<file path="src/verilog/rsi_pkg.sv">
// Package for the reset state initialiser: reset values, field layouts and states
package rsi_pkg;
  localparam int RSI_SYNC_CH = 2;
  localparam int RSI_IRQ_REGS = 4;
  localparam logic [7:0] RSI_Z8 = 8'h00;
  localparam logic [15:0] RSI_Z16 = 16'h0000;
  localparam logic [7:0] RSI_ONES8 = 8'hFF;
  localparam logic [7:0] RSI_MODE_INIT = 8'h01;
  localparam logic [7:0] RSI_BAUD0_INIT = 8'h1F;
  localparam logic [7:0] RSI_CTL1_INIT = 8'h16;
  localparam logic [7:0] RSI_WATCHDOG_ENABLE_REG_OPT0 = 8'h1A;
  localparam logic [7:0] RSI_WATCHDOG_ENABLE_REG_OPT1 = 8'h9A;
  localparam int RSI_WDT_BIT = 4;
  localparam int RSI_LVI_BIT = 0;

  typedef enum logic [2:0] {
    RSI_RUN = 3'h1,
    RSI_RESET = 3'h2,
    RSI_WAIT = 3'h4
  } rsi_state_t;

  // Reset sources, all active high levels
  typedef struct packed {
    logic pin;
    logic power_on_clear;
    logic wdt;
    logic low_voltage_detector;
  } rsi_src_t;

  // Initial values handed to the peripheral registers
  typedef struct packed {
    logic [7:0] watchdog_enable_reg;
    logic [15:0] conv_result_wide;
    logic [7:0] conv_result_narrow;
    logic [7:0] conv_mode_reg;
    logic [7:0] conv_channel_select;
    logic [7:0] conv_port_config;
    logic [7:0] async0_rx_buffer;
    logic [7:0] async0_tx_shift;
    logic [7:0] async0_mode;
    logic [7:0] async0_error_status;
    logic [7:0] async0_baud_control;
    logic [7:0] async1_rx_buffer;
    logic [7:0] async1_tx_buffer;
    logic [7:0] async1_mode;
    logic [7:0] async1_error_status;
    logic [7:0] async1_tx_status;
    logic [7:0] async1_clock_select;
    logic [7:0] async1_baud_control;
    logic [7:0] async1_control;
    logic [7:0] input_switch_control;
    logic [RSI_SYNC_CH-1:0][7:0] sync_tx_buffer;
    logic [RSI_SYNC_CH-1:0][7:0] sync_shift_reg;
    logic [RSI_SYNC_CH-1:0][7:0] sync_mode_reg;
    logic [RSI_SYNC_CH-1:0][7:0] sync_clock_select;
    logic [7:0] twowire_shift;
    logic [7:0] twowire_control;
    logic [7:0] twowire_own_address;
    logic [7:0] twowire_clock_select;
    logic [7:0] twowire_function_expand;
    logic [7:0] twowire_status;
    logic [7:0] twowire_flags;
    logic [7:0] display_mode_setting;
    logic [7:0] display_mode_reg;
    logic [7:0] display_clock_control;
    logic [7:0] display_boost_control;
    logic [15:0] muldiv_remainder;
    logic [15:0] muldiv_operand_a;
    logic [15:0] muldiv_operand_b;
    logic [7:0] muldiv_control;
    logic [7:0] key_return_mode;
    logic [RSI_IRQ_REGS-1:0][7:0] irq_request_flags;
    logic [RSI_IRQ_REGS-1:0][7:0] irq_mask_flags;
    logic [RSI_IRQ_REGS-1:0][7:0] irq_priority_flags;
    logic [7:0] ext_rise_edge_enable;
    logic [7:0] ext_fall_edge_enable;
  } rsi_init_t;
endpackage

</file>
<file path="src/verilog/rsi_reset_state_init.sv">
// Reset state initialiser: sequencing, peripheral initial values, retained cause flags
//
// Operation
// - During reset or oscillation wait only the program counter is undefined.
// - A reset taken in standby keeps the previous initial values; no values are loaded.
// - Watchdog enable loads one of two values chosen by the option byte.
// - Low-voltage registers clear on pin, power-on or watchdog reset; held otherwise.
// - First async unit: buffers all ones, mode 01H, errors zero, baud 1FH.
// - Second async unit: buffers and baud FFH, mode 01H, control 16H, others zero.
// - Interrupt masks and priorities FFH; requests and edge enables cleared.
// - Converter results and mode, channel and port registers cleared.
// - Each clocked serial channel's buffer, shift, mode, clock registers cleared.
// - Two-wire unit shift, control, address, clock, expand, status, flags cleared.
// - Display mode, display-mode, clock and boost registers cleared.
// - Multiplier remainder, operands and control cleared.
// - Key-return mode register cleared.
// - Reset cause register base value zero; bits follow the reset source.
// - Watchdog flag set by watchdog, cleared by pin/power-on; low-voltage flag likewise.
// - Reading the cause register, pin or power-on reset clears it.
`timescale 1ns/1ns
`default_nettype none
module rsi_reset_state_init
  import rsi_pkg::*;
(
  input wire logic CLOCK,
  input wire logic RSTN,
  input wire logic PIN_RESET,
  input wire logic POC_RESET,
  input wire logic WDT_RESET,
  input wire logic LVI_RESET,
  input wire logic OSC_WAIT,
  input wire logic STANDBY,
  input wire logic OPT_WDT_SEL,
  input wire logic LV_CTRL_WR,
  input wire logic LV_LEVEL_WR,
  input wire logic [7:0] LV_WR_DATA,
  input wire logic CAUSE_RD,
  output logic CPU_HOLD,
  output logic PC_UNDEFINED,
  output logic INIT_LOAD,
  output rsi_init_t INIT_VALUES,
  output logic [7:0] LOWVOLT_CONTROL_REG,
  output logic [7:0] LOWVOLT_LEVEL_SELECT,
  output logic [7:0] RESET_CAUSE_FLAGS
);

  typedef struct packed {
    rsi_state_t state;
    logic load;
    rsi_init_t init;
    logic [7:0] lowvolt_control_reg;
    logic [7:0] lowvolt_level_select;
    logic [7:0] cause;
  } rsi_regs_t;

  rsi_regs_t st_ff;
  rsi_regs_t nxt_st;
  rsi_src_t src;
  logic any_src;
  logic ack;
  logic clr_src;
  rsi_init_t rst_vals;

  // Source bundle and acknowledge detection
  assign src = '{pin: PIN_RESET, power_on_clear: POC_RESET, wdt: WDT_RESET, low_voltage_detector: LVI_RESET};
  assign any_src = src.pin | src.power_on_clear | src.wdt | src.low_voltage_detector;
  assign ack = (st_ff.state == RSI_RUN) && any_src;
  assign clr_src = src.pin | src.power_on_clear;

  // Table of initial values; unlisted fields stay zero
  always_comb begin
    rst_vals = '0;
    rst_vals.watchdog_enable_reg = OPT_WDT_SEL ? RSI_WATCHDOG_ENABLE_REG_OPT1 : RSI_WATCHDOG_ENABLE_REG_OPT0;
    rst_vals.conv_result_wide = RSI_Z16;
    rst_vals.async0_rx_buffer = RSI_ONES8;
    rst_vals.async0_tx_shift = RSI_ONES8;
    rst_vals.async0_mode = RSI_MODE_INIT;
    rst_vals.async0_error_status = RSI_Z8;
    rst_vals.async0_baud_control = RSI_BAUD0_INIT;
    rst_vals.async1_rx_buffer = RSI_ONES8;
    rst_vals.async1_tx_buffer = RSI_ONES8;
    rst_vals.async1_mode = RSI_MODE_INIT;
    rst_vals.async1_baud_control = RSI_ONES8;
    rst_vals.async1_control = RSI_CTL1_INIT;
    rst_vals.muldiv_remainder = RSI_Z16;
    rst_vals.muldiv_operand_a = RSI_Z16;
    rst_vals.muldiv_operand_b = RSI_Z16;
    for (int i = 0; i < RSI_IRQ_REGS; i++) begin
      rst_vals.irq_mask_flags[i] = RSI_ONES8;
      rst_vals.irq_priority_flags[i] = RSI_ONES8;
      rst_vals.irq_request_flags[i] = RSI_Z8;
    end
    rst_vals.ext_rise_edge_enable = RSI_Z8;
    rst_vals.ext_fall_edge_enable = RSI_Z8;
  end

  // Next-state logic for sequencer, retained registers and cause flags
  always_comb begin
    nxt_st = st_ff;
    nxt_st.load = 1'b0;
    case (st_ff.state)
      RSI_RUN: begin
        if (any_src) begin
          nxt_st.state = RSI_RESET;
        end
      end
      RSI_RESET: begin
        if (!any_src) begin
          nxt_st.state = OSC_WAIT ? RSI_WAIT : RSI_RUN;
        end
      end
      RSI_WAIT: begin
        if (any_src) begin
          nxt_st.state = RSI_RESET;
        end else if (!OSC_WAIT) begin
          nxt_st.state = RSI_RUN;
        end
      end
      default: begin
        nxt_st.state = RSI_RESET;
      end
    endcase
    // Software writes to the low-voltage registers outside reset
    if (st_ff.state == RSI_RUN && !any_src) begin
      if (LV_CTRL_WR) begin
        nxt_st.lowvolt_control_reg = LV_WR_DATA;
      end
      if (LV_LEVEL_WR) begin
        nxt_st.lowvolt_level_select = LV_WR_DATA;
      end
    end
    // Read clears the cause register
    if (CAUSE_RD) begin
      nxt_st.cause = RSI_Z8;
    end
    // Acknowledge: load initial values unless in standby; the whole acknowledge cause update wins over read clear
    if (ack) begin
      if (!STANDBY) begin
        nxt_st.init = rst_vals;
        nxt_st.load = 1'b1;
      end
      if (clr_src || src.wdt) begin
        nxt_st.lowvolt_control_reg = RSI_Z8;
        nxt_st.lowvolt_level_select = RSI_Z8;
      end
      nxt_st.cause = clr_src ? RSI_Z8 : st_ff.cause;
      if (src.wdt) begin
        nxt_st.cause[RSI_WDT_BIT] = 1'b1;
      end
      if (src.low_voltage_detector) begin
        nxt_st.cause[RSI_LVI_BIT] = 1'b1;
      end
    end
  end

  // State register with synchronous reset
  always_ff @(posedge CLOCK) begin
    if (!RSTN) begin
      st_ff.state <= RSI_RESET;
      st_ff.load <= 1'b0;
      st_ff.init <= '0;
      st_ff.lowvolt_control_reg <= RSI_Z8;
      st_ff.lowvolt_level_select <= RSI_Z8;
      st_ff.cause <= RSI_Z8;
    end else begin
      st_ff <= nxt_st;
    end
  end

  // Outputs straight from the state register
  assign CPU_HOLD = (st_ff.state != RSI_RUN);
  assign PC_UNDEFINED = CPU_HOLD;
  assign INIT_LOAD = st_ff.load;
  assign INIT_VALUES = st_ff.init;
  assign LOWVOLT_CONTROL_REG = st_ff.lowvolt_control_reg;
  assign LOWVOLT_LEVEL_SELECT = st_ff.lowvolt_level_select;
  assign RESET_CAUSE_FLAGS = st_ff.cause;
endmodule
`default_nettype wire
</file>
<file path="config.mk">
export PLATFORM = sky130hd
export DESIGN_NAME = rsi_reset_state_init
export DESIGN_NICKNAME = d
export VERILOG_FILES = /design/src/verilog/rsi_pkg.sv /design/src/verilog/rsi_reset_state_init.sv
export SDC_FILE = /design/constraint.sdc
export NUM_CORES = 1
export LEC_CHECK = 0
export ABC_CLOCK_PERIOD_IN_PS = 2850
export BUFFER_PORTS_ARGS = -buffer_cell sky130_fd_sc_hd__buf_4
export CAP_MARGIN = 20
export CELL_PAD_IN_SITES_DETAIL_PLACEMENT = 1
export CELL_PAD_IN_SITES_GLOBAL_PLACEMENT = 1
export CORE_AREA = 2 2 212 214
export CTS_CLUSTER_SIZE = 8
export DETAILED_ROUTE_END_ITERATION = 8
export DIE_AREA = 0 0 214 216
export GPL_TIMING_DRIVEN = 0
export HOLD_SLACK_MARGIN = 0.05
export PLACE_DENSITY_LB_ADDON = 0.1
export SYNTH_ARGS = -nofsm -noshare
export SYNTH_HDL_FRONTEND = slang
export SYNTH_SLANG_ARGS = --single-unit
</file>
<file path="constraint.sdc">
create_clock -name CLOCK -period 2.85 [get_ports CLOCK]
set_input_delay 0.1425 -clock CLOCK [delete_from_list [all_inputs] [get_ports CLOCK]]
set_output_delay 0.1425 -clock CLOCK [all_outputs]
set_load 0.02 [all_outputs]
</file>
==> results of run 1 <==
-- critical path, delay by kind of cell, from the launching register on --
family | cells | cell delay [ns]
buffers and inverters | 3 | 0.62
AOI/OAI and AO/OA | 2 | 0.53
DFF | 1 | 0.30
and+or+nand+nor | 1 | 0.30
-- state kept, by name (all words and copies together) (netlist names) --
name / flops
LOWVOLT_CONTROL_REG: 8
st_ff: 3
LOWVOLT_LEVEL_SELECT: 8
INIT_VALUES: 2
RESET_CAUSE_FLAGS: 2
INIT_LOAD: 1
-- synthesized netlist by cell type, types with 2 or more instances --
cell type and instances:
buf_4 525, dfxtp_1 24, o31ai_1 17, a21oi_1 16
nand4_1 16, nand2_1 5, clkbuf_1 4, nand3_1 4
inv_1 3, nor3_1 3, a31oi_1 2, buf_2 2
-- cell type report --
cell class / count / share of cell area [%]
plain buffers: 533 / 47.1
multi-input cells: 464 / 23.1
repair buffers: 156 / 14.0
well taps: 592 / 8.73
flip-flops and latches: 24 / 5.71
clock buffers: 3 / 0.885
clock inverters: 1 / 0.354
inverters: 4 / 0.177
-- metal layers --
metal / vias up / GRT usage, %
met5: - / 0
met4: 0 / 0.769
met3: 4 / 2.49
met2: 272 / 13.8
met1: 1782 / 7.21
li1: 2202 / -
-- path summary, 6_finish.rpt --
path	start	to	slack, ns	cells after the start
setup / recovery	st_ff[523]	LOWVOLT_LEVEL_SELECT[5]	0.99	6
hold / removal	OPT_WDT_SEL	INIT_VALUES[495]	0.14	3
setup reg to reg	st_ff[523]	LOWVOLT_LEVEL_SELECT[5]	0.99	6
hold reg to reg	INIT_VALUES[495]	INIT_VALUES[495]	0.47	2
-- logic make-up after synthesis --
group / after synthesis
buf+inv: 537
simple gates: 37
xor+xnor: 2
compound gates: 40
other cells: 1
mux: 1
flops: 24
-- through the flow --
stage / TNS (ns) / hold WS (ns)
after global routing: 0 / 0.154
after detailed placement: 0 / 0.417
after floorplan: 0 / 0.285
after CTS: 0 / 0.130
final: 0 / 0.139
after global placement: -116.35 / 0.411
-- where the power goes --
group | switching, mW | internal (mW)
Clock | 0.135 | 0.280
Combinational | 0.580 | 0.376
Sequential | 0.000816 | 0.335
-- layout by cell type, fill, tap and decap left out, drive strengths merged --
master / n
a21oi: 16
a31oi: 2
and2: 1
buf: 685
bufinv: 1
clkbuf: 7
conb: 384
dfxtp: 24
inv: 4
mux2i: 1
nand2: 5
nand3: 4
nand4: 16
nor2: 1
nor2b: 1
nor3: 4
nor3b: 2
nor4: 1
nor4b: 1
o2111ai: 1
o21a: 1
o21ai: 2
o31a: 1
o31ai: 17
or4: 1
xnor2: 1
xor2: 1
==> impl_metrics.yaml, run 1 <==
synth:
  yosysWarnings: 0
  ys_seq_elements: 24
  yosysTopAreaCellShare_pct: 78.6
  ys_types: 33
  async_reset_ff_share_pct: 0
  synth-simple-area-share_pct: 4.74
  syn_area_um2: 5010
  synthCells: 642
  syn_avg_cell_area_um2: 7.81
  synth-compound-area-share_pct: 5.09
  yosys.area_share.xor_xnor_pct: 0.349
  synth_enable_flop_cells: 0
  ys_top_cells_by_area: "buf_4, dfxtp_1, o31ai_1"
  ys.flop_type: "dfxtp_1"
  synth_fa_ha_area_share_pct: 0
  synth_top_family_by_area: "buffers and inverters"
  ys_seq_area_share_pct: 9.59
  synth_mux_area_share_pct: 0.200
  synth_top_area_cell: "buf_4"
timing:
  hold_violations: 0
  rsz0062_at_grt: "no"
  relSlewSlack_pct: 58.3
  drv_slew: 0
  fmax_ghz: 0.537
  layout_setup_ws_ns: 0.988
  setup_viol: 0
  fin_crit_sh_pct: 65.3
  tightest_slew_ns: 0.620
  fin_crit_ns: 1.86
  fin_worst_skew_ns: 0.00134
setup_path:
  crit_fanout: 10
  worst_setup_path_end_kind: "register"
  worst_ep_arrival_time_ns: 2.01
  max_stage_delay_ns: 0.46
  crit_slowest_cell: "o21ai_1"
  crit_path_start_kind: "register"
  path_class: "register to register"
  crit_chain: "clkbuf_1 > nor3b_2 > inv_2 > o21ai_1 > buf_2 > a21oi_1"
  cp.required_ns: 3.00
final_layout:
  nFillCells: 5459
  multi_input_area_um2: 1960
  regArea_um2: 484
  finish.utilization_pct: 19.4
  n_antenna_cell: 0
  fin_area_um2: 8480
  area_growth_pct: 69.2
  stdcell_count: 1777
  drive_gt1_share_pct: 58.6
  nets: 1206
floorplanning:
  die_w_um: 214
  die_h_um: 216
  start_util_pct: 11.4
  row_count: 77
  pin_count: 543
  core_area_um2: 43800
  dieArea_um2: 46200
clocking:
  numCtsBuffers: 3
  cts_resized: 0
  root_buffer: "clkbuf_16"
  clk_path_buf_depth: 2
  cts_tree: "done"
  post_cts.repair.setup_buffers: 0
  htreeDepth: 1
  path_clk_slew_ns: 0.07
  clkSinkCount: 24
  clk_latency_ns: 0.26
  cts_hold_buffers: 0
detailed_routing:
  vias_per_cell: 2.40
  wire_per_inst_um: 10.0
  dr_total_vias: 4260
  highest_layer: "met4"
  drc: 0
  routedLengthMet1_um: 6350
  wl_met2_um: 9590
  drtAntennaViolNets: 0
  drt_iter0_drc: 61
  drtPass1Iterations: 4
  wirelength_um: 17800
  wl_met3_um: 1780
placed_design:
  dpl.hpwl_um: 16600
  place_area_um2: 8380
  globalplace.congestion: 0.729
  placed_cells: 1773
  portBuffers: 155
  place_ws_ns: 0.957
run_status:
  outcome: "complete, no violations"
global_route:
  antenna_found_initial: 0
  grt_max_degree: 63
  grt_util_all_layers_pct: 7.00
  grt_pass1_wl_um: 25000
  grt_overflow_total: 0
  grt_pass1_vias: 3862
power:
  peakVddDrop_v: 0.000186
  leakagePower_nw: 5.32
  p_total_mw: 1.71
  p_per_area_nw_per_um2: 201
flow_run:
  cap_violations: 0
worst_hold_path:
  hold_class: "primary input to register"
No activity file was read; power rests on OpenSTA's default activity.
==> run 2, diff against run 1 <==
--- a/config.mk
+++ b/config.mk
@@ -5,15 +5,16 @@
 export SDC_FILE = /design/constraint.sdc
 export NUM_CORES = 1
 export LEC_CHECK = 0
-export ABC_CLOCK_PERIOD_IN_PS = 2850
+export ABC_AREA = 1
+export ABC_CLOCK_PERIOD_IN_PS = 1800
 export BUFFER_PORTS_ARGS = -buffer_cell sky130_fd_sc_hd__buf_4
 export CAP_MARGIN = 20
 export CELL_PAD_IN_SITES_DETAIL_PLACEMENT = 1
 export CELL_PAD_IN_SITES_GLOBAL_PLACEMENT = 1
-export CORE_AREA = 2 2 212 214
+export CORE_AREA = 2 2 211 213
 export CTS_CLUSTER_SIZE = 8
 export DETAILED_ROUTE_END_ITERATION = 8
-export DIE_AREA = 0 0 214 216
+export DIE_AREA = 0 0 213 215
 export GPL_TIMING_DRIVEN = 0
 export HOLD_SLACK_MARGIN = 0.05
 export PLACE_DENSITY_LB_ADDON = 0.1
==> constraint.sdc (replaced) <==
create_clock -name CLOCK -period 1.8 [get_ports CLOCK]
set_input_delay 0.09 -clock CLOCK [delete_from_list [all_inputs] [get_ports CLOCK]]
set_output_delay 0.09 -clock CLOCK [all_outputs]
set_load 0.02 [all_outputs]
==> run 2 against run 1 <==
Against the previous run:
- global-route usage is 0.27 points lower
- power grew 64%
- critical path depth is 3 lower
- clock power grew 46%
==> impl_metrics.yaml, run 2 <==
detailed_routing:
  routedLengthMet1_um: 5130
  drtAntennaViolNets: 0
  drt_iter0_drc: 65
  drtPass1Iterations: 4
  wire_per_inst_um: 9.82
  wirelength_um: 17600
  dr_total_vias: 4095
  wl_met2_um: 9650
  drc: 0
  vias_per_cell: 2.29
  highest_layer: "met5"
  wl_met3_um: 2740
clocking:
  clk_latency_ns: 0.26
  cts_hold_buffers: 0
  cts_resized: 0
  clk_path_buf_depth: 2
  root_buffer: "clkbuf_16"
  numCtsBuffers: 3
  path_clk_slew_ns: 0.07
  clkSinkCount: 24
  cts_tree: "done"
  htreeDepth: 1
  post_cts.repair.setup_buffers: 0
setup_path:
  cp.required_ns: 1.71
  crit_path_start_kind: "register"
  worst_ep_arrival_time_ns: 1.47
  worst_setup_path_end_kind: "output pin"
  path_class: "register to output pin"
  crit_fanout: 69
synth:
  yosys.area_share.xor_xnor_pct: 0
  synth_enable_flop_cells: 0
  synthCells: 651
  synth-simple-area-share_pct: 6.69
  syn_avg_cell_area_um2: 7.61
  ys_types: 24
  yosysWarnings: 0
  synth_mux_area_share_pct: 0
  synth-compound-area-share_pct: 2.96
  ys_top_cells_by_area: "buf_4, dfxtp_1, nor2_1"
  async_reset_ff_share_pct: 0
  yosysMostFrequentCell: "buf_4"
  ys_seq_elements: 24
  ys_seq_area_share_pct: 9.70
  synth_top_area_cell: "buf_4"
  synth_fa_ha_area_share_pct: 0
  ys.flop_type: "dfxtp_1"
  yosysTopAreaCellShare_pct: 79.0
  syn_area_um2: 4950
  synth_commonest_cells: "buf_4, nor2_1, dfxtp_1"
  synth_top_family_by_area: "buffers and inverters"
floorplanning:
  die_w_um: 213
  row_count: 77
  core_area_um2: 43600
  die_h_um: 215
  start_util_pct: 11.4
  dieArea_um2: 45800
  pin_count: 543
power:
  p_total_mw: 2.81
  peakVddDrop_v: 0.000362
  leakagePower_nw: 5.48
  p_per_area_nw_per_um2: 331
timing:
  fin_crit_ns: 1.56
  fin_crit_sh_pct: 86.7
  fin_worst_skew_ns: 0.00180
  rsz0062_at_grt: "no"
  drv_slew: 0
  fmax_ghz: 0.641
  setup_viol: 0
  hold_violations: 0
  tns_ns: 0
global_route:
  grt_pass1_vias: 3404
  grt_pass1_wl_um: 22900
  grt_max_degree: 70
  grt_overflow_total: 0
  antenna_found_initial: 2
  grt_util_all_layers_pct: 6.72
final_layout:
  nets: 1219
  regArea_um2: 484
  multi_input_area_um2: 1920
  layout.cells.most_common_list: "buf_4, conb_1, nor2_1"
  final_common_cell: "buf_4"
  fin_area_um2: 8480
  finish.utilization_pct: 19.4
  drive_gt1_share_pct: 58.4
  area_growth_pct: 71.2
  nFillCells: 5466
  stdcell_count: 1791
placed_design:
  portBuffers: 158
  globalplace.congestion: 0.679
  placed_cells: 1785
  dpl.hpwl_um: 16300
  place_area_um2: 8350
worst_hold_path:
  hold_class: "primary input to register"
flow_run:
  cap_violations: 0
run_status:
  outcome: "complete, no violations"
-- run 2: worst paths after layout --
| path | start | depth (start not counted) | to | slack [ns] |
|---|---|---|---|---|
| worst max-delay path | INIT_VALUES[492] | 3 | INIT_VALUES[428] | 0.24 |
| worst min-delay path | LV_WR_DATA[0] | 3 | LOWVOLT_LEVEL_SELECT[0] | 0.06 |
| worst max register to register | st_ff[523] | 8 | LOWVOLT_CONTROL_REG[6] | 0.30 |
| worst min register to register | INIT_VALUES[495] | 2 | INIT_VALUES[495] | 0.45 |
-- run 2: cells by family (layout without fill, tap and decap cells) --
family / after synthesis / count (layout)
DFF: 24 / 24
other: 1 / 385
buffers and inverters: 537 / 701
AOI/OAI and AO/OA: 26 / 26
and+or+nand+nor: 63 / 63
-- run 2: layout make-up --
type / count / area share (%)
plain buffers: 522 / 46.3
multi-input cells: 473 / 22.6
repair buffers: 160 / 14.6
well taps: 592 / 8.74
flip-flops and latches: 24 / 5.71
clock buffers: 4 / 1.18
inverters: 15 / 0.812
diodes: 1 / 0.0295
-- run 2: metal layers --
metal / GRT usage (%) / vias up
met2: 13.8 / 246
met5: 0 / -
met1: 5.51 / 1666
met3: 3.84 / 4
met4: 0.699 / 2
li1: - / 2177
-- run 2: worst max-delay path, cell delays in order (launching register included) --
cell	delay, ns
dfxtp_4	0.58
buf_16	0.30
buf_4	0.16
buf_4	0.13
-- run 2: where the power goes --
part	switching, mW	total (mW)	internal [mW]
Combinational	0.989	1.65	0.665
Clock	0.219	0.606	0.387
Sequential	0.00805	0.548	0.540
Total	1.22	2.81	1.59
-- run 2: per-stage QoR --
step	hold WS (ns)	setup WS [ns]
after detailed placement	0.332	0.227
after CTS	0.0576	0.0262
after floorplan	0.189	0.0977
after global routing	0.0616	0.117
after global placement	0.334	-0.626
final	0.0649	0.239
==> run 3, diff against run 2 <==
--- a/config.mk
+++ b/config.mk
@@ -5,16 +5,15 @@
 export SDC_FILE = /design/constraint.sdc
 export NUM_CORES = 1
 export LEC_CHECK = 0
-export ABC_AREA = 1
 export ABC_CLOCK_PERIOD_IN_PS = 1800
 export BUFFER_PORTS_ARGS = -buffer_cell sky130_fd_sc_hd__buf_4
 export CAP_MARGIN = 20
 export CELL_PAD_IN_SITES_DETAIL_PLACEMENT = 1
 export CELL_PAD_IN_SITES_GLOBAL_PLACEMENT = 1
-export CORE_AREA = 2 2 211 213
+export CORE_AREA = 2 2 212 214
 export CTS_CLUSTER_SIZE = 8
 export DETAILED_ROUTE_END_ITERATION = 8
-export DIE_AREA = 0 0 213 215
+export DIE_AREA = 0 0 214 216
 export GPL_TIMING_DRIVEN = 0
 export HOLD_SLACK_MARGIN = 0.05
 export PLACE_DENSITY_LB_ADDON = 0.1
==> run 3 against run 2 <==
Against the previous run:
- sequential share of layout area about the same
- wire length up 1.4%
- via count rose by 4.2%
- maximum frequency down 7.0%
- first-iteration DRC count rose by 89%
- combinational power decreased by 8%
- register-to-register slack worse by 0.12 ns
- clock power is 9.9% lower
- core utilization decreased by 0.082 points
- power decreased by 7.5%
- critical path depth up 3
- clock-buffer cell count did not move
- critical endpoint is now PC_UNDEFINED
- largest cell class unchanged
==> impl_metrics.yaml, run 3 (synthesis gave the netlist of run 1 again) <==
run_status:
  outcome: "complete, no violations"
timing:
  relSlewSlack_pct: 60.1
  hold_violations: 0
  fmax_ghz: 0.596
  setup_viol: 0
  fin_crit_sh_pct: 93.3
  rsz0062_at_grt: "no"
  drv_slew: 0
  fin_crit_ns: 1.68
  hold_slack_ns: 0.0833
  fin_worst_skew_ns: 0.00414
  tightest_slew_ns: 0.594
global_route:
  grt_pass1_wl_um: 25200
  grt_use_met1_pct: 7.63
  grt_max_degree: 80
  grt_pass1_vias: 3890
  grt_overflow_total: 0
  grt_util_all_layers_pct: 7.01
  use_met3_pct: 2.54
  grt_use_met2_pct: 13.4
  antenna_found_initial: 0
  grt_busiest_layer: "met2"
floorplanning:
  dieArea_um2: 46200
  core_area_um2: 43800
  die_h_um: 216
  pin_count: 543
  row_count: 77
  die_w_um: 214
  start_util_pct: 11.4
setup_path:
  worst_setup_path_end_kind: "output pin"
  worst_ep_arrival_time_ns: 1.59
  path_class: "register to output pin"
  cp.required_ns: 1.71
  crit_path_start_kind: "register"
  crit_fanout: 11
placed_design:
  placed_cells: 1773
  portBuffers: 155
  dpl.hpwl_um: 16400
  globalplace.congestion: 0.749
clocking:
  htreeDepth: 1
  path_clk_slew_ns: 0.07
  root_buffer: "clkbuf_16"
  clk_path_buf_depth: 2
  clkSinkCount: 24
  numCtsBuffers: 3
  clk_latency_ns: 0.26
  cts_tree: "done"
  post_cts.repair.setup_buffers: 0
power:
  leakagePower_nw: 5.31
  p_per_area_nw_per_um2: 306
  peakVddDrop_v: 0.000311
  p_total_mw: 2.60
detailed_routing:
  drt_iter0_drc: 123
  vias_per_cell: 2.40
  wire_per_inst_um: 10.0
  drtPass1Iterations: 4
  wirelength_um: 17800
  dr_total_vias: 4265
  drc: 0
  drtAntennaViolNets: 0
flow_run:
  cap_violations: 0
worst_hold_path:
  hold_class: "primary input to register"
final_layout:
  n_antenna_cell: 0
  layout.cells.most_common_list: "buf_4, conb_1, dfxtp_1"
  area_growth_pct: 69.2
  drive_gt1_share_pct: 58.6
  stdcell_count: 1777
  nets: 1206
  final_common_cell: "buf_4"
## run 3: worst paths after layout
check                   startpoint                      end  slack (ns)  cells after the start
hold / removal         OPT_WDT_SEL         INIT_VALUES[495]        0.08                      3
setup reg to reg        st_ff[523]  LOWVOLT_LEVEL_SELECT[6]        0.18                      6
setup / recovery        st_ff[523]             PC_UNDEFINED        0.12                      6
hold reg to reg   INIT_VALUES[495]         INIT_VALUES[495]        0.47                      2
## run 3: timing repair
item / in CTS / in global routing
resized for setup: 1 / 1
setup endpoints to repair: 10 / 1
hold buffers: 0 / 0
## run 3: metal layers
metal / vias to the layer above / part of all wire, %
li1: 2204 / -
met1: 1779 / 37
met2: 280 / 52
met3: 2 / 10
met4: 0 / 0.27
met5: - / 0
## run 3: worst max-delay path: stages (launching register included)
cell      delay, ns
dfxtp_1        0.30
clkbuf_1       0.19
nor3b_2        0.28
inv_2          0.08
buf_4          0.19
buf_4          0.14
buf_4          0.15
## run 3: where the power goes
part / internal [mW] / switching [mW] / total, mW
registers: 0.530 / 0.00124 / 0.531
clock network: 0.340 / 0.206 / 0.546
logic: 0.596 / 0.924 / 1.52
## run 3: layout make-up
class,count,area [um2]
sequential,24,484
buffer,533,4000
tap,592,741
clock buffer,4,88.8
timing repair buffer,156,1190
multi-input combinational,464,1970
fill,5457,35400
inverter,4,15.0
## run 3: stage by stage
stage / utilization [%] / setup slack (ns) / TNS [ns] / instance area, um2
global placement: 19.1 / -0.552 / -61.74 / 8360
CTS: 19.3 / 0.0951 / 0 / 8480
detailed placement: 19.1 / -0.0336 / -0.291 / 8390
floorplan: - / 0.0974 / 0 / 6450
finish: 19.3 / 0.121 / 0 / 8480
global route: 19.3 / 0.0167 / 0 / 8480
